File: config.mk
export PLATFORM = sky130hd
export DESIGN_NAME = flash_erase_sequencer
export DESIGN_NICKNAME = d
export VERILOG_FILES = /design/src/include/erase_pkg.sv /design/src/core/cycle_timer.sv /design/src/core/flash_erase_sequencer.sv
export VERILOG_INCLUDE_DIRS = /design/src /design/src/include
export SDC_FILE = /design/constraint.sdc
export NUM_CORES = 1
export LEC_CHECK = 0
export ABC_AREA = 0
export BUFFER_PORTS_ARGS = -buffer_cell sky130_fd_sc_hd__buf_2
export CAP_MARGIN = 10
export CORE_MARGIN = 2
export CORE_UTILIZATION = 40
export CTS_CLUSTER_DIAMETER = 40
export CTS_CLUSTER_SIZE = 25
export DETAILED_ROUTE_END_ITERATION = 8
export GPL_TIMING_DRIVEN = 0
export PLACE_DENSITY_LB_ADDON = 0.2
export RECOVER_POWER = 25
export SLEW_MARGIN = 0
export SYNTH_ARGS = -nofsm -noshare
export SYNTH_HDL_FRONTEND = slang
export SYNTH_SLANG_ARGS = --single-unit
File: constraint.sdc
create_clock -name aclk -period 3.79 [get_ports aclk]
set_clock_uncertainty 0.1 [all_clocks]
set_input_delay 0.379 -clock aclk [delete_from_list [all_inputs] [get_ports aclk]]
set_output_delay 0.379 -clock aclk [all_outputs]
set_load 0.005 [all_outputs]
File: src/include/flash_erase_regs.svh
`ifndef FLASH_ERASE_REGS_SVH
`define FLASH_ERASE_REGS_SVH

// ************************************************************
// command bytes and addresses (low 12 address bits only)
// ************************************************************
`define UNLOCK1_ADDR      12'h555
`define UNLOCK2_ADDR      12'hAAA
`define UNLOCK1_DATA      8'hAA
`define UNLOCK2_DATA      8'h55
`define ERASE_SETUP_DATA  8'h80
`define CHIP_ERASE_DATA   8'h10
`define SECTOR_ERASE_DATA 8'h30
`define RESUME_DATA       8'h30
`define SUSPEND_DATA      8'hB0
`define RESET_DATA        8'hF0
`define PREPROGRAM_FILL   8'h00
`define ERASED_FILL       8'hFF

// ************************************************************
// status byte bit positions
// ************************************************************
`define POLL_BIT          7
`define TOGGLE_BIT        6
`define ERROR_BIT         5
`define WINDOW_BIT        3

// ************************************************************
// timing
// ************************************************************
`define CLK_PERIOD_NS     100
`define WINDOW_TIME_US    100
`define WINDOW_CYCLES     ((`WINDOW_TIME_US * 1000) / `CLK_PERIOD_NS)
`define GAP_TIME_US       80
`define GAP_CYCLES        ((`GAP_TIME_US * 1000) / `CLK_PERIOD_NS)
`define PROG_TIME_US      10
`define PROG_CYCLES       ((`PROG_TIME_US * 1000) / `CLK_PERIOD_NS)
`define PULSE_TIME_US     100
`define PULSE_CYCLES      ((`PULSE_TIME_US * 1000) / `CLK_PERIOD_NS)
`define MAX_ERASE_ITER    8

// ************************************************************
// register map (byte addresses) and fields
// ************************************************************
`define CTRL_OFFSET       8'h00
`define STATUS_OFFSET     8'h04
`define IRQ_STATUS_OFFSET 8'h08
`define IRQ_MASK_OFFSET   8'h0C
`define PENDING_OFFSET    8'h10
`define CTRL_ENABLE_BIT   0
`define CTRL_RESET        1'h1
`define ERR_STATUS_BIT    16
`define BUSY_STATUS_BIT   17
`define IRQ_COUNT         3
`define RESP_OKAY         2'h0
`define RESP_SLVERR       2'h2

`endif

File: src/include/erase_pkg.sv
package erase_pkg;

	typedef enum logic [9:0] {
		ST_READ    = 10'h001,
		ST_UNL1    = 10'h002,
		ST_UNL2    = 10'h004,
		ST_SETUP   = 10'h008,
		ST_SU1     = 10'h010,
		ST_SU2     = 10'h020,
		ST_COLLECT = 10'h040,
		ST_BULK    = 10'h080,
		ST_SECTOR  = 10'h100,
		ST_SUSPEND = 10'h200
	} state_t;

endpackage : erase_pkg

File: src/core/cycle_timer.sv
`timescale 1ns/1ps
`default_nettype none

module cycle_timer #(
	parameter int TW = 16
) (
	input  wire logic          aclk,
	input  wire logic          aresetn,
	input  wire logic          load,
	input  wire logic [TW-1:0] load_value,
	input  wire logic          run,
	input  wire logic          stop,
	output logic               expired
);

	logic [TW-1:0] count_reg;
	logic          armed_reg;

	always_ff @(posedge aclk) begin
		if (!aresetn) begin
			count_reg <= '0;
			armed_reg <= 1'b0;
		end else if (load) begin
			count_reg <= load_value;
			armed_reg <= 1'b1;
		end else if (stop) begin
			armed_reg <= 1'b0;
		end else if (run && armed_reg && count_reg != '0) begin
			count_reg <= count_reg - TW'(1);
		end
	end

	// level until reload or stop
	assign expired = armed_reg && (count_reg == '0);

endmodule : cycle_timer

`default_nettype wire

File: src/core/flash_erase_sequencer.sv
// Function
// Whole-array erase is six writes, each byte decoded in turn.
// A wrong whole-array erase byte returns to read mode.
// Error bit set when erase iterations reach the maximum.
// Erase status reads give error, toggle and polling bits.
// Bytes are programmed to zeros, then erased to ones.
// While whole-array erase runs, every further command is ignored; the code accepts reset once the error bit is set.
// Sector erase is six writes; final select picks the sector.
// Sector codes within the window add sectors.
// Each extra sector code restarts the window.
// Window bit low while window counts, high once erasing.
// In the window, other than suspend or resume aborts.
// Sector erase accepts only reset and suspend; the code ignores suspend once the error bit is set.
// Suspend keeps erase state; resume continues.
// Suspend is one B0 hex write with a sector select high.
// Commands open with AA at 555, 55 at AAA.
// Main selects route to main flash, boot selects to boot flash.
// Bad byte or long gap returns decoder to read mode.
// Later command bytes and resume code are parameters.
// Window is a cycle counter with parameter terminal count.
//
// Added by the designer: the placing of the registers and the AXI4-Lite interface to the registers.
`timescale 1ns/1ps
`default_nettype none
`include "flash_erase_regs.svh"

module flash_erase_sequencer #(
	parameter int         MAIN_N      = 8,
	parameter int         BOOT_N      = 4,
	parameter int         TW          = 16,
	parameter logic [7:0] SETUP_CODE  = `ERASE_SETUP_DATA,
	parameter logic [7:0] CHIP_CODE   = `CHIP_ERASE_DATA,
	parameter logic [7:0] SECTOR_CODE = `SECTOR_ERASE_DATA,
	parameter logic [7:0] RESUME_CODE = `RESUME_DATA,
	parameter logic [7:0] RESET_CODE  = `RESET_DATA,
	parameter int         WINDOW_CYC  = `WINDOW_CYCLES,
	parameter int         GAP_CYC     = `GAP_CYCLES,
	parameter int         PROG_CYC    = `PROG_CYCLES,
	parameter int         PULSE_CYC   = `PULSE_CYCLES,
	parameter int         MAX_ITER    = `MAX_ERASE_ITER,
	localparam int        NS          = MAIN_N + BOOT_N,
	localparam int        SW          = $clog2(NS),
	localparam int        IW          = $clog2(MAX_ITER + 1)
) (
	input  wire logic              aclk,
	input  wire logic              aresetn,
	input  wire logic [7:0]        s_axi_awaddr,
	input  wire logic              s_axi_awvalid,
	output logic                   s_axi_awready,
	input  wire logic [31:0]       s_axi_wdata,
	input  wire logic [3:0]        s_axi_wstrb,
	input  wire logic              s_axi_wvalid,
	output logic                   s_axi_wready,
	output logic [1:0]             s_axi_bresp,
	output logic                   s_axi_bvalid,
	input  wire logic              s_axi_bready,
	input  wire logic [7:0]        s_axi_araddr,
	input  wire logic              s_axi_arvalid,
	output logic                   s_axi_arready,
	output logic [31:0]            s_axi_rdata,
	output logic [1:0]             s_axi_rresp,
	output logic                   s_axi_rvalid,
	input  wire logic              s_axi_rready,
	input  wire logic [11:0]       mem_addr,
	input  wire logic [7:0]        mem_wdata,
	input  wire logic              mem_wr,
	input  wire logic              mem_rd,
	input  wire logic [MAIN_N-1:0] main_sector_selects,
	input  wire logic [BOOT_N-1:0] boot_sector_selects,
	output logic [7:0]             mem_rdata,
	output logic                   mem_rdata_valid,
	output logic [SW-1:0]          array_sector,
	output logic                   array_program,
	output logic                   array_erase,
	output logic [7:0]             array_fill,
	input  wire logic              array_verify_ok,
	input  wire logic [7:0]        array_rdata,
	output logic                   erase_busy,
	output logic                   irq
);

	// ************************************************************
	// helpers
	// ************************************************************
	function automatic logic is_cmd(input logic [11:0] a, input logic [7:0] d,
		input logic [11:0] ea, input logic [7:0] ed);
		is_cmd = (a == ea) && (d == ed);
	endfunction : is_cmd

	function automatic logic [SW-1:0] lowest_index(input logic [NS-1:0] m);
		lowest_index = '0;
		for (int i = NS - 1; i >= 0; i--) begin
			if (m[i])
				lowest_index = SW'(i);
		end
	endfunction : lowest_index

	function automatic logic reg_known(input logic [7:0] a);
		reg_known = (a == `CTRL_OFFSET) || (a == `STATUS_OFFSET) || (a == `IRQ_STATUS_OFFSET) ||
			(a == `IRQ_MASK_OFFSET) || (a == `PENDING_OFFSET);
	endfunction : reg_known

	localparam logic [NS-1:0] MAIN_MASK = {{BOOT_N{1'b0}}, {MAIN_N{1'b1}}};
	localparam logic [NS-1:0] BOOT_MASK = {{BOOT_N{1'b1}}, {MAIN_N{1'b0}}};

	erase_pkg::state_t state_reg, state_next;
	logic [NS-1:0]      pending_reg;
	logic               target_boot_reg;
	logic               err_reg;
	logic               prog_phase_reg;
	logic               pulse_active_reg;
	logic [IW-1:0]      iter_reg;
	logic               toggle_reg;
	logic               ctrl_enable_reg;
	logic [2:0]         irq_mask_reg;
	logic [2:0]         irq_stat_reg;
	logic               bvalid_reg;
	logic               rvalid_reg;

	logic               sel_any, wr_ok, gap_exp, win_exp, pulse_exp;
	logic               c_unl1, c_unl2, c_setup, c_chip, c_sector, c_suspend, c_resume, c_reset;
	logic               load_win, add_sect, enter_bulk, abort_ev;
	logic [NS-1:0]      hit_sect, target_mask, cur_bit;
	logic               erasing, eng_run, step, eng_done, err_set;
	logic               in_cmd_entry;
	logic [7:0]         status_byte;
	logic               do_wr, do_rd;
	logic [2:0]         events;

	// ************************************************************
	// command decode
	// ************************************************************
	assign sel_any     = (|main_sector_selects) || (|boot_sector_selects);
	assign wr_ok       = mem_wr && sel_any && ctrl_enable_reg;
	assign hit_sect    = {boot_sector_selects, main_sector_selects};
	assign target_mask = target_boot_reg ? BOOT_MASK : MAIN_MASK;
	assign c_unl1      = is_cmd(mem_addr, mem_wdata, `UNLOCK1_ADDR, `UNLOCK1_DATA);
	assign c_unl2      = is_cmd(mem_addr, mem_wdata, `UNLOCK2_ADDR, `UNLOCK2_DATA);
	assign c_setup     = is_cmd(mem_addr, mem_wdata, `UNLOCK1_ADDR, SETUP_CODE);
	assign c_chip      = is_cmd(mem_addr, mem_wdata, `UNLOCK1_ADDR, CHIP_CODE);
	assign c_sector    = mem_wdata == SECTOR_CODE;
	assign c_suspend   = mem_wdata == `SUSPEND_DATA;
	assign c_resume    = mem_wdata == RESUME_CODE;
	assign c_reset     = mem_wdata == RESET_CODE;

	assign in_cmd_entry = state_reg inside {erase_pkg::ST_UNL1, erase_pkg::ST_UNL2, erase_pkg::ST_SETUP,
		erase_pkg::ST_SU1, erase_pkg::ST_SU2};
	assign erasing = (state_reg == erase_pkg::ST_BULK) || (state_reg == erase_pkg::ST_SECTOR);

	always_comb begin
		state_next = state_reg;
		load_win   = 1'b0;
		add_sect   = 1'b0;
		enter_bulk = 1'b0;
		case (state_reg)
			erase_pkg::ST_READ: begin
				if (wr_ok && c_unl1)
					state_next = erase_pkg::ST_UNL1;
			end
			erase_pkg::ST_UNL1, erase_pkg::ST_SETUP, erase_pkg::ST_SU1, erase_pkg::ST_UNL2: begin
				if (gap_exp)
					state_next = erase_pkg::ST_READ;
				else if (wr_ok) begin
					state_next = erase_pkg::ST_READ;
					if (state_reg == erase_pkg::ST_UNL1 && c_unl2)
						state_next = erase_pkg::ST_UNL2;
					if (state_reg == erase_pkg::ST_UNL2 && c_setup)
						state_next = erase_pkg::ST_SETUP;
					if (state_reg == erase_pkg::ST_SETUP && c_unl1)
						state_next = erase_pkg::ST_SU1;
					if (state_reg == erase_pkg::ST_SU1 && c_unl2)
						state_next = erase_pkg::ST_SU2;
				end
			end
			erase_pkg::ST_SU2: begin
				if (gap_exp)
					state_next = erase_pkg::ST_READ;
				else if (wr_ok) begin
					if (c_chip) begin
						state_next = erase_pkg::ST_BULK;
						enter_bulk = 1'b1;
					end else if (c_sector) begin
						state_next = erase_pkg::ST_COLLECT;
						add_sect   = 1'b1;
						load_win   = 1'b1;
					end else
						state_next = erase_pkg::ST_READ;
				end
			end
			erase_pkg::ST_COLLECT: begin
				if (wr_ok && c_sector) begin
					add_sect = 1'b1;
					load_win = 1'b1;
				end else if (wr_ok && !c_suspend && !c_resume)
					state_next = erase_pkg::ST_READ;
				else if (win_exp)
					state_next = erase_pkg::ST_SECTOR;
			end
			erase_pkg::ST_BULK: begin
				if (eng_done)
					state_next = erase_pkg::ST_READ;
				else if (wr_ok && err_reg && c_reset)
					state_next = erase_pkg::ST_READ;
			end
			erase_pkg::ST_SECTOR: begin
				if (eng_done)
					state_next = erase_pkg::ST_READ;
				else if (wr_ok && c_reset)
					state_next = erase_pkg::ST_READ;
				else if (wr_ok && c_suspend && !err_reg)
					state_next = erase_pkg::ST_SUSPEND;
			end
			erase_pkg::ST_SUSPEND: begin
				if (wr_ok && c_resume)
					state_next = erase_pkg::ST_SECTOR;
				else if (wr_ok && c_reset)
					state_next = erase_pkg::ST_READ;
			end
			default: state_next = erase_pkg::ST_READ;
		endcase
	end

	always_ff @(posedge aclk) begin
		if (!aresetn)
			state_reg <= erase_pkg::ST_READ;
		else
			state_reg <= state_next;
	end

	always_ff @(posedge aclk) begin
		if (!aresetn)
			target_boot_reg <= 1'b0;
		else if (state_reg == erase_pkg::ST_READ && wr_ok && c_unl1)
			target_boot_reg <= ~(|main_sector_selects);
	end

	// ************************************************************
	// timers
	// ************************************************************
	cycle_timer #(.TW(TW)) gap_timer (
		.aclk       (aclk),
		.aresetn    (aresetn),
		.load       (wr_ok),
		.load_value (TW'(GAP_CYC)),
		.run        (in_cmd_entry),
		.stop       (!in_cmd_entry),
		.expired    (gap_exp)
	);

	cycle_timer #(.TW(TW)) window_timer (
		.aclk       (aclk),
		.aresetn    (aresetn),
		.load       (load_win),
		.load_value (TW'(WINDOW_CYC)),
		.run        (state_reg == erase_pkg::ST_COLLECT),
		.stop       (state_reg != erase_pkg::ST_COLLECT),
		.expired    (win_exp)
	);

	cycle_timer #(.TW(TW)) pulse_timer (
		.aclk       (aclk),
		.aresetn    (aresetn),
		.load       (eng_run && !pulse_active_reg),
		.load_value (prog_phase_reg ? TW'(PROG_CYC) : TW'(PULSE_CYC)),
		.run        (eng_run),
		.stop       (!erasing && state_reg != erase_pkg::ST_SUSPEND),
		.expired    (pulse_exp)
	);

	// ************************************************************
	// erase engine
	// ************************************************************
	assign array_sector = lowest_index(pending_reg);
	assign cur_bit      = NS'(1) << array_sector;
	assign eng_run      = erasing && !err_reg && (|pending_reg);
	assign step         = eng_run && pulse_active_reg && pulse_exp;
	assign eng_done     = step && !prog_phase_reg && array_verify_ok && (pending_reg == cur_bit);
	assign err_set      = step && !prog_phase_reg && !array_verify_ok && (iter_reg == IW'(MAX_ITER - 1));

	always_ff @(posedge aclk) begin
		if (!aresetn)
			pending_reg <= '0;
		else if (state_next == erase_pkg::ST_READ)
			pending_reg <= '0;
		else if (enter_bulk)
			pending_reg <= target_mask;
		else if (add_sect)
			pending_reg <= pending_reg | (hit_sect & target_mask);
		else if (step && !prog_phase_reg && array_verify_ok)
			pending_reg <= pending_reg & ~cur_bit;
	end

	always_ff @(posedge aclk) begin
		if (!aresetn) begin
			prog_phase_reg   <= 1'b1;
			pulse_active_reg <= 1'b0;
			iter_reg         <= '0;
		end else if (state_next == erase_pkg::ST_READ) begin
			prog_phase_reg   <= 1'b1;
			pulse_active_reg <= 1'b0;
			iter_reg         <= '0;
		end else if (eng_run && !pulse_active_reg) begin
			pulse_active_reg <= 1'b1;
		end else if (step) begin
			pulse_active_reg <= 1'b0;
			if (prog_phase_reg)
				prog_phase_reg <= 1'b0;
			else if (array_verify_ok) begin
				prog_phase_reg <= 1'b1;
				iter_reg       <= '0;
			end else if (!err_set)
				iter_reg <= iter_reg + IW'(1);
		end
	end

	always_ff @(posedge aclk) begin
		if (!aresetn)
			err_reg <= 1'b0;
		else if (state_next == erase_pkg::ST_READ)
			err_reg <= 1'b0;
		else if (err_set)
			err_reg <= 1'b1;
	end

	assign array_program = eng_run && pulse_active_reg && prog_phase_reg;
	assign array_erase   = eng_run && pulse_active_reg && !prog_phase_reg;
	assign array_fill    = prog_phase_reg ? `PREPROGRAM_FILL : `ERASED_FILL;
	assign erase_busy    = state_reg != erase_pkg::ST_READ && !in_cmd_entry;

	// ************************************************************
	// status reads
	// ************************************************************
	always_comb begin
		status_byte                = 8'h00;
		status_byte[`POLL_BIT]     = 1'b0;
		status_byte[`TOGGLE_BIT]   = toggle_reg;
		status_byte[`ERROR_BIT]    = err_reg;
		status_byte[`WINDOW_BIT]   = state_reg != erase_pkg::ST_COLLECT;
	end

	always_ff @(posedge aclk) begin
		if (!aresetn) begin
			mem_rdata       <= 8'h00;
			mem_rdata_valid <= 1'b0;
			toggle_reg      <= 1'b0;
		end else begin
			mem_rdata_valid <= mem_rd && sel_any;
			if (mem_rd && sel_any) begin
				if (erasing || state_reg == erase_pkg::ST_COLLECT ||
					(state_reg == erase_pkg::ST_SUSPEND && (|(hit_sect & pending_reg)))) begin
					mem_rdata  <= status_byte;
					toggle_reg <= ~toggle_reg;
				end else
					mem_rdata <= array_rdata;
			end
		end
	end

	// ************************************************************
	// register bus
	// ************************************************************
	assign do_wr         = s_axi_awvalid && s_axi_wvalid && !bvalid_reg;
	assign s_axi_awready = do_wr;
	assign s_axi_wready  = do_wr;
	assign s_axi_bvalid  = bvalid_reg;
	assign s_axi_arready = !rvalid_reg;
	assign do_rd         = s_axi_arvalid && !rvalid_reg;
	assign s_axi_rvalid  = rvalid_reg;

	always_ff @(posedge aclk) begin
		if (!aresetn) begin
			bvalid_reg  <= 1'b0;
			s_axi_bresp <= `RESP_OKAY;
		end else if (do_wr) begin
			bvalid_reg  <= 1'b1;
			s_axi_bresp <= reg_known(s_axi_awaddr) ? `RESP_OKAY : `RESP_SLVERR;
		end else if (s_axi_bready)
			bvalid_reg <= 1'b0;
	end

	always_ff @(posedge aclk) begin
		if (!aresetn) begin
			ctrl_enable_reg <= `CTRL_RESET;
			irq_mask_reg    <= 3'h0;
		end else if (do_wr && s_axi_wstrb[0]) begin
			if (s_axi_awaddr == `CTRL_OFFSET)
				ctrl_enable_reg <= s_axi_wdata[`CTRL_ENABLE_BIT];
			if (s_axi_awaddr == `IRQ_MASK_OFFSET)
				irq_mask_reg <= s_axi_wdata[2:0];
		end
	end

	assign abort_ev = (state_next == erase_pkg::ST_READ) && (state_reg != erase_pkg::ST_READ) && !eng_done;
	assign events   = {abort_ev, err_set, eng_done};

	// set wins over clear
	generate
		for (genvar i = 0; i < `IRQ_COUNT; i++) begin : g_irq
			always_ff @(posedge aclk) begin
				if (!aresetn)
					irq_stat_reg[i] <= 1'b0;
				else if (events[i])
					irq_stat_reg[i] <= 1'b1;
				else if (do_wr && s_axi_wstrb[0] && s_axi_awaddr == `IRQ_STATUS_OFFSET && s_axi_wdata[i])
					irq_stat_reg[i] <= 1'b0;
			end
		end
	endgenerate

	assign irq = |(irq_stat_reg & irq_mask_reg);

	always_ff @(posedge aclk) begin
		if (!aresetn) begin
			rvalid_reg  <= 1'b0;
			s_axi_rdata <= 32'h0000_0000;
			s_axi_rresp <= `RESP_OKAY;
		end else if (do_rd) begin
			rvalid_reg  <= 1'b1;
			s_axi_rresp <= reg_known(s_axi_araddr) ? `RESP_OKAY : `RESP_SLVERR;
			s_axi_rdata <= 32'h0000_0000;
			case (s_axi_araddr)
				`CTRL_OFFSET:       s_axi_rdata[`CTRL_ENABLE_BIT] <= ctrl_enable_reg;
				`STATUS_OFFSET: begin
					s_axi_rdata[9:0]              <= state_reg;
					s_axi_rdata[`ERR_STATUS_BIT]  <= err_reg;
					s_axi_rdata[`BUSY_STATUS_BIT] <= erase_busy;
				end
				`IRQ_STATUS_OFFSET: s_axi_rdata[2:0] <= irq_stat_reg;
				`IRQ_MASK_OFFSET:   s_axi_rdata[2:0] <= irq_mask_reg;
				`PENDING_OFFSET:    s_axi_rdata[NS-1:0] <= pending_reg;
				default:            s_axi_rdata <= 32'h0000_0000;
			endcase
		end else if (s_axi_rready)
			rvalid_reg <= 1'b0;
	end

endmodule : flash_erase_sequencer

`default_nettype wire

# Yosys cells after proc, flatten, opt, wreduce, memory -nomap -nowiden
# Index checks and enable logic that the tools add are counted.
[classes]
n_shift = 1
bitwise_logic = 12
eq_ne = 37
n_addsub = 4
n_reduce_logical = 120
muxes = 89
[op_table]
columns = ["op", "n"]
rows = [
  ["10-bit 2-to-1 mux", 25],
  ["10-bit case mux with 7 select lines", 1],
  ["1-bit logical AND", 56],
  ["4-bit 2-to-1 mux", 14],
  ["16-bit zero test", 3],
  ["12-bit 2-to-1 mux", 4],
  ["16-bit 2-to-1 mux", 3],
  ["16-bit nonzero test", 3],
  ["16-bit by 1-bit subtractor with 16-bit output, second input constant", 3],
  ["12-bit AND", 3],
  ["8-bit by 4-bit == test with 1-bit output, second input constant", 4],
  ["8-bit == test, second input constant", 4],
  ["1-bit 2-to-1 mux", 29],
  ["8-bit by 5-bit == test with 1-bit output, second input constant", 3],
  ["8-bit 2-to-1 mux", 3],
  ["2-bit nonzero test", 12],
  ["12-bit OR reduction", 2],
  ["10-bit by 1-bit == test with 1-bit output, second input constant", 2],
  ["2-bit AND reduction", 9],
  ["8-bit by 3-bit == test with 1-bit output, second input constant", 2],
  ["8-bit zero test", 2],
  ["7-bit case mux with 2 select lines", 1],
  ["12-bit by 11-bit == test with 1-bit output, second input constant", 1],
  ["12-bit == test", 1],
  ["39 further kinds", 73],
]
[totals]
reg_bits = 118

# Depth between registers and ports, before layout
[logic_depth]
ltp_word = 21
depth_mapped = 16

# Modules after synthesis
# From an unflattened synthesis, not the netlist that was laid out.
[hier_totals]
hier_cells = 979
area_unflattened_um2 = 7727.4
[modules_own_cells]
columns = ["module", "seq_area_each_um2", "cells_per_inst", "n_inst", "area_per_inst_um2"]
rows = [
  ["flash_erase_sequencer", 1301.2, 589, 1, 4626.9],
  ["cycle_timer", 340.3, 130, 3, 1033.5],
]

# Least setup slack after synthesis
# No wires, ideal clock.
[synth_timing]
kind = "register to register"
startpoint = "register pending_reg[8]"
endpoint = "register state_reg[3]"
t_arrival_ns = 2.888
path_slack_ns = 0.685
path_stages_with_launch = 15
required_time_ns = 3.573
cell_sequence = "dfxtp_1 nor2_1 o21ai_0 a211oi_1 o31ai_1 inv_1 and2_1 nand2_1 ha_1 nand4_1 nor3_1 nand3_1 a211o_1 o21a_1 a22o_1"
[synth_via]
elab_chain_len = 14
elab_cells_between_ends = 21
cone_classes = "eq/ne (1); shift (1); mux (12); reduce/logical (7)"
[synth_lines]
columns = ["element", "line_no", "text"]
rows = [
  ["from (decl)", "flash_erase_sequencer.sv:107", "logic [NS-1:0] pending_reg;"],
  ["from (signal assigned)", "flash_erase_sequencer.sv:286", "pending_reg <= target_mask;"],
  ["from (signal assigned)", "flash_erase_sequencer.sv:288", "pending_reg <= pending_reg | (hit_sect & target_mask);"],
  ["from (signal assigned)", "flash_erase_sequencer.sv:290", "pending_reg <= pending_reg & ~cur_bit;"],
  ["4-bit 2-to-1 mux (*) (9 in a row)", "flash_erase_sequencer.sv:93", "if (m[i])"],
  ["via array_sector[1]", "flash_erase_sequencer.sv:72", "output logic [SW-1:0] array_sector,"],
  ["1-bit by 4-bit << shifter with 12-bit output (*)", "flash_erase_sequencer.sv:274", "assign cur_bit = NS'(1) << array_sector;"],
  ["12-bit == test (*)", "flash_erase_sequencer.sv:277", "assign eng_done = step && !prog_phase_reg && array_verify_ok && (pending_reg == cur_bit);"],
  ["1-bit logical AND (*)", "flash_erase_sequencer.sv:277", ""],
  ["10-bit 2-to-1 mux (on tied branches)", "flash_erase_sequencer.sv:206, flash_erase_sequencer.sv:200", ""],
  ["10-bit case mux with 7 select lines (*)", "flash_erase_sequencer.sv:155", "case (state_reg)"],
  ["to (signal assigned)", "flash_erase_sequencer.sv:225", "state_reg <= erase_pkg::ST_READ;"],
  ["to (signal assigned)", "flash_erase_sequencer.sv:227", "state_reg <= state_next;"],
  ["to (decl)", "flash_erase_sequencer.sv:106", "erase_pkg::state_t state_reg, state_next;"],
]
# Mark *: on every way through the listed nets, which the timed path passes. The rest lies on a longest branch.
# A chain may end at the register's enable or synchronous reset.

# Worst setup path in the final report
[layout_timing]
startpoint = "register pending_reg[9]"
endpoint = "register state_reg[3]"
[layout_via]
elab_chain_len = 15
elab_cells_between_ends = 22
cone_classes = "eq/ne (1); shift (1); mux (13); reduce/logical (7)"
[layout_lines]
columns = ["element", "line_no"]
rows = [
  ["4-bit 2-to-1 mux (10 in a row)", "flash_erase_sequencer.sv:93"],
  ["1-bit by 4-bit << shifter with 12-bit output", "flash_erase_sequencer.sv:274"],
  ["12-bit == test", "flash_erase_sequencer.sv:277"],
  ["1-bit logical AND (*)", "flash_erase_sequencer.sv:277"],
  ["10-bit 2-to-1 mux (on tied branches)", "flash_erase_sequencer.sv:206, flash_erase_sequencer.sv:200"],
  ["10-bit case mux with 7 select lines (*)", "flash_erase_sequencer.sv:155"],
]
# Every way passes the cells marked *; elsewhere a longest branch is shown, timed or not.

==> tab_implementation.tex <==
\begin{tabular}{lr}
\hline
Metric & Value \\
\hline
\multicolumn{2}{l}{\textbf{Timing}} \\
\quad Transition at the pin with the smallest max-transition slack & 791.6 ps \\
\quad Final setup violating endpoints & 0 \\
\quad Pins over their slew limit & 0 \\
\quad Worst path setup slack after routing & 101.0 ps \\
\quad Fmax achieved & 271.1 MHz \\
\quad Hold Violations, Final & 0 \\
\quad Worst relative slew slack & 0.4654 \\
\quad Hold slack final & 39.60 ps \\
\quad Post-route clock period utilization & 0.9734 \\
\quad Final critical path time including I/O delays and setup & 3689 ps \\
\multicolumn{2}{l}{\textbf{Yosys}} \\
\quad Count of flip-flops with a built-in enable after synthesis & 0 \\
\quad Top cells by area in the synthesized netlist & dfxtp\_1, a21oi\_1, nor2\_1, nand2\_1, buf\_4 \\
\quad FFs w/ async S/R, synth & 0 \\
\quad Average instance area after synthesis & 8.162 um2 \\
\quad Commonest cells in the synthesized netlist & dfxtp\_1, nor2\_1, a21oi\_1 \\
\quad Yosys warnings & 0 \\
\quad Portion of the post-synthesis area used by sequential elements & 0.3416 \\
\quad Synth Register Bits & 116 \\
\quad Leading register cell type out of synthesis & dfxtp\_1 \\
\quad Synthesized area & 6799 um2 \\
\quad Largest area contributor in the netlist & dfxtp\_1 \\
\quad Unique masters post-synth & 80 \\
\quad Synthesized instance count & 833 \\
\quad Dominant cell by count in the synthesized netlist & dfxtp\_1 \\
\quad Area fraction of the dominant cell type after synthesis & 0.3416 \\
\multicolumn{2}{l}{\textbf{GRT}} \\
\quad Global-route wire length before repair & 31450 um \\
\quad Total gr overflow & 0 \\
\quad Overall routing resource usage & 0.2193 \\
\quad Vias in the first global route & 6198 \\
\quad Number of antenna violations at the first check in global routing & 0 \\
\quad Maximum number of pins on one net before global-route repair & 17 \\
\multicolumn{2}{l}{\textbf{Detailed routing}} \\
\quad First drt pass iteration count & 5 \\
\quad Detailed Route WL & 19670 um \\
\quad Final routed wire length divided by cell count & 16.15 um \\
\quad Count of vias placed by the detailed router & 6792 \\
\quad Final antenna-violating net count & 0 \\
\quad Total DRC errors in the routed layout & 0 \\
\quad First DRT Iteration DRCs & 467 \\
\quad Vias per cell & 5.576 \\
\multicolumn{2}{l}{\textbf{Power and ir drop}} \\
\quad Highest ir drop seen on vdd & 0.3101 mV \\
\quad LEAKAGE & 3.520 nW \\
\quad Cell area power density & 384.3 nW/um2 \\
\multicolumn{2}{l}{\textbf{Worst setup path}} \\
\quad Worst Setup End Kind & flop \\
\quad Arrival time reported for the critical path endpoint & 3890 ps \\
\quad Category of cells accounting for the largest share of critical-path delay & compound AO/OA/AOI/OAI gates \\
\quad Cell type of the slowest stage on the worst timing path & dfxtp\_1 \\
\quad Worst Path Max Fanout & 7 \\
\quad WS Path Type & reg2reg \\
\quad CP max stage delay & 510 ps \\
\quad Startpoint Class & flop \\
\quad Reg-to-Reg End & state\_reg[3]\$\_SDFF\_PN0\_ \\
\quad Reg2reg start & pending\_reg[9]\$\_SDFFE\_PP0P\_ \\
\quad Worst path required time & 4000 ps \\
\quad R2R Setup Slk & 100 ps \\
\quad Cell Chain, Critical Path & inv\_1 -> a21oi\_1 -> o21bai\_1 -> a21oi\_1 -> o21bai\_1 -> a21o\_1 -> inv\_1 -> nand3\_1 -> ha\_1 -> nand4\_1 -> nor3\_2 -> nand3\_2 -> a211o\_1 -> o21a\_1 -> a22o\_1 \\
\quad WP buf/inv & 2 \\
\quad Worst reg-to-reg path cell count & 15 \\
\multicolumn{2}{l}{\textbf{Cells and area}} \\
\quad Share of cells above drive strength 1 & 0.2114 \\
\quad Number of nets in the final layout & 1103 \\
\quad Post-synthesis to final-layout area growth & 23.41\% \\
\quad Post-layout util & 0.5060 \\
\quad Number of standard cells in the layout, taps in and fillers out & 1218 \\
\quad Number of antenna repair diodes & 0 \\
\multicolumn{2}{l}{\textbf{Clock network}} \\
\quad Clock transition at the registers of the reported paths & 60 ps \\
\quad CTS sink cnt & 116 \\
\quad Source-to-sink clock delay at the later pin of the worst-skew pair & 420 ps \\
\quad Clock tree from TritonCTS & yes \\
\quad Number of buffers added by the clock tree synthesis step & 17 \\
\quad Root Buffer & clkbuf\_16 \\
\quad Clock H-tree levels & 4 \\
\quad Buffer levels on the longest clock path & 2 \\
\multicolumn{2}{l}{\textbf{Floorplanning}} \\
\quad CORE AREA & 16580 um2 \\
\quad Number of top-level pins & 168 \\
\quad DIE HEIGHT & 134.4 um \\
\quad Effective utilization at floorplan & 0.4100 \\
\quad Die Width & 134.4 um \\
\quad DIE AREA & 18060 um2 \\
\quad Row Count & 47 \\
\multicolumn{2}{l}{\textbf{Placed design}} \\
\quad Detail Placement HPWL & 14700 um \\
\quad GPL Wtd Cong & 0.9270 \\
\quad Inst Count DP & 1186 \\
\quad Setup WS pre-CTS & -151.0 ps \\
\quad Input/output buffers & 114 \\
\multicolumn{2}{l}{\textbf{Worst hold path}} \\
\quad Worst hold stages & 2 \\
\quad Worst Min Path Start & s\_axi\_rready \\
\quad WHS Endpoint & s\_axi\_rvalid\$\_SDFFE\_PN0P\_ \\
\quad Min-delay worst type & in2reg \\
\multicolumn{2}{l}{\textbf{Run}} \\
\quad \# Max-Cap Violations & 0 \\
\multicolumn{2}{l}{\textbf{Outcome}} \\
\quad Outcome & finished clean \\
\hline
\end{tabular}
-- cell families after synthesis --
group           after synthesis  share of synthesized area
flops                       116                     0.3416
buf+inv                      87                    0.07066
mux                          16                    0.02539
simple gates                379                     0.3071
fa+ha+maj                    16                    0.02944
other cells                   1                  0.0005516
xor+xnor                     37                    0.04766
compound gates              181                     0.1776
-- through the flow --
step / power (mW) / setup TNS (ps) / area, um2
2_1_floorplan: 1.377 / 0 / 6870
3_3_place_gp: 1.476 / -2007 / 7716
3_5_place_dp: 1.477 / -1857 / 7716
4_1_cts: 3.243 / 0 / 8371
5_1_grt: 3.327 / -7.072 / 8391
6_report: 3.224 / 0 / 8391
-- layout make-up --
cell class | instances | area [um2]
inverters | 21 | 78.83
well taps | 220 | 275.3
clock inverters | 13 | 206.4
plain buffers | 66 | 401.6
fillers | 1641 | 8193
clock buffers | 19 | 442.9
repair buffers | 114 | 560.5
multi-input cells | 649 | 4103
flip-flops and latches | 116 | 2322
-- timing repair --
action,4_1_cts,5_1_grt
setup buffers,0,0
setup endpoints to repair,23,24
resized for setup,1,5
hold buffers,0,0
-- worst register-to-register path: stages, from the launching register on --
cell and delay (ps):
dfxtp_1 510, inv_1 80, a21oi_1 170, o21bai_1 100
a21oi_1 150, o21bai_1 130, a21o_1 260, inv_1 140
nand3_1 100, ha_1 300, nand4_1 120, nor3_2 330
nand3_2 240, a211o_1 380, o21a_1 240, a22o_1 230
-- worst max path at each step --
stage	cells past startpoint	slack, ps	end	from
after floorplan	14	690	state_reg[3]$_SDFF_PN0_	pending_reg[8]$_SDFFE_PP0P_
after global placement	14	-170	state_reg[3]$_SDFF_PN0_	pending_reg[8]$_SDFFE_PP0P_
after detailed placement	14	-150	state_reg[3]$_SDFF_PN0_	pending_reg[9]$_SDFFE_PP0P_
after CTS	12	50	state_reg[3]$_SDFF_PN0_	pending_reg[5]$_SDFFE_PP0P_
after global routing	16	-4	pending_reg[6]$_SDFFE_PP0P_	pending_reg[11]$_SDFFE_PP0P_
final	15	100	state_reg[3]$_SDFF_PN0_	pending_reg[9]$_SDFFE_PP0P_
-- cells in the final DEF, fill, tap and decap left out, types with 6 or more instances in the layout --
cell	instances
or3_1	12
a2bb2oi_1	7
clkbuf_16	17
buf_2	118
nor2_1	94
nor3_1	39
buf_4	28
and3_1	8
a211oi_1	8
mux2i_1	15
nand2_1	71
nand2b_1	7
xnor2_1	24
nand3_1	35
a21oi_1	72
ha_1	16
nand4_1	17
xor2_1	13
a21o_1	6
nor4_1	23
conb_1	20
nor4bb_1	9
clkbuf_1	27
o21ai_0	17
dfxtp_1	116
a221oi_1	14
inv_1	21
-- power by group --
group | internal (mW) | leakage (nW) | switching [mW]
logic | 0.0857 | 2.27 | 0.115
registers | 1.24 | 0.940 | 0.0125
clock network | 1.18 | 0.313 | 0.591
total | 2.51 | 3.52 | 0.718
-- per-layer routing --
layer,vias up,global-route usage,part of all wire
met5,-,0,0
met4,0,0.08129,0.018
met2,272,0.3450,0.45
met1,3164,0.2876,0.46
met3,33,0.06009,0.079
li1,3323,-,-
(Power assumes the default switching activity.)
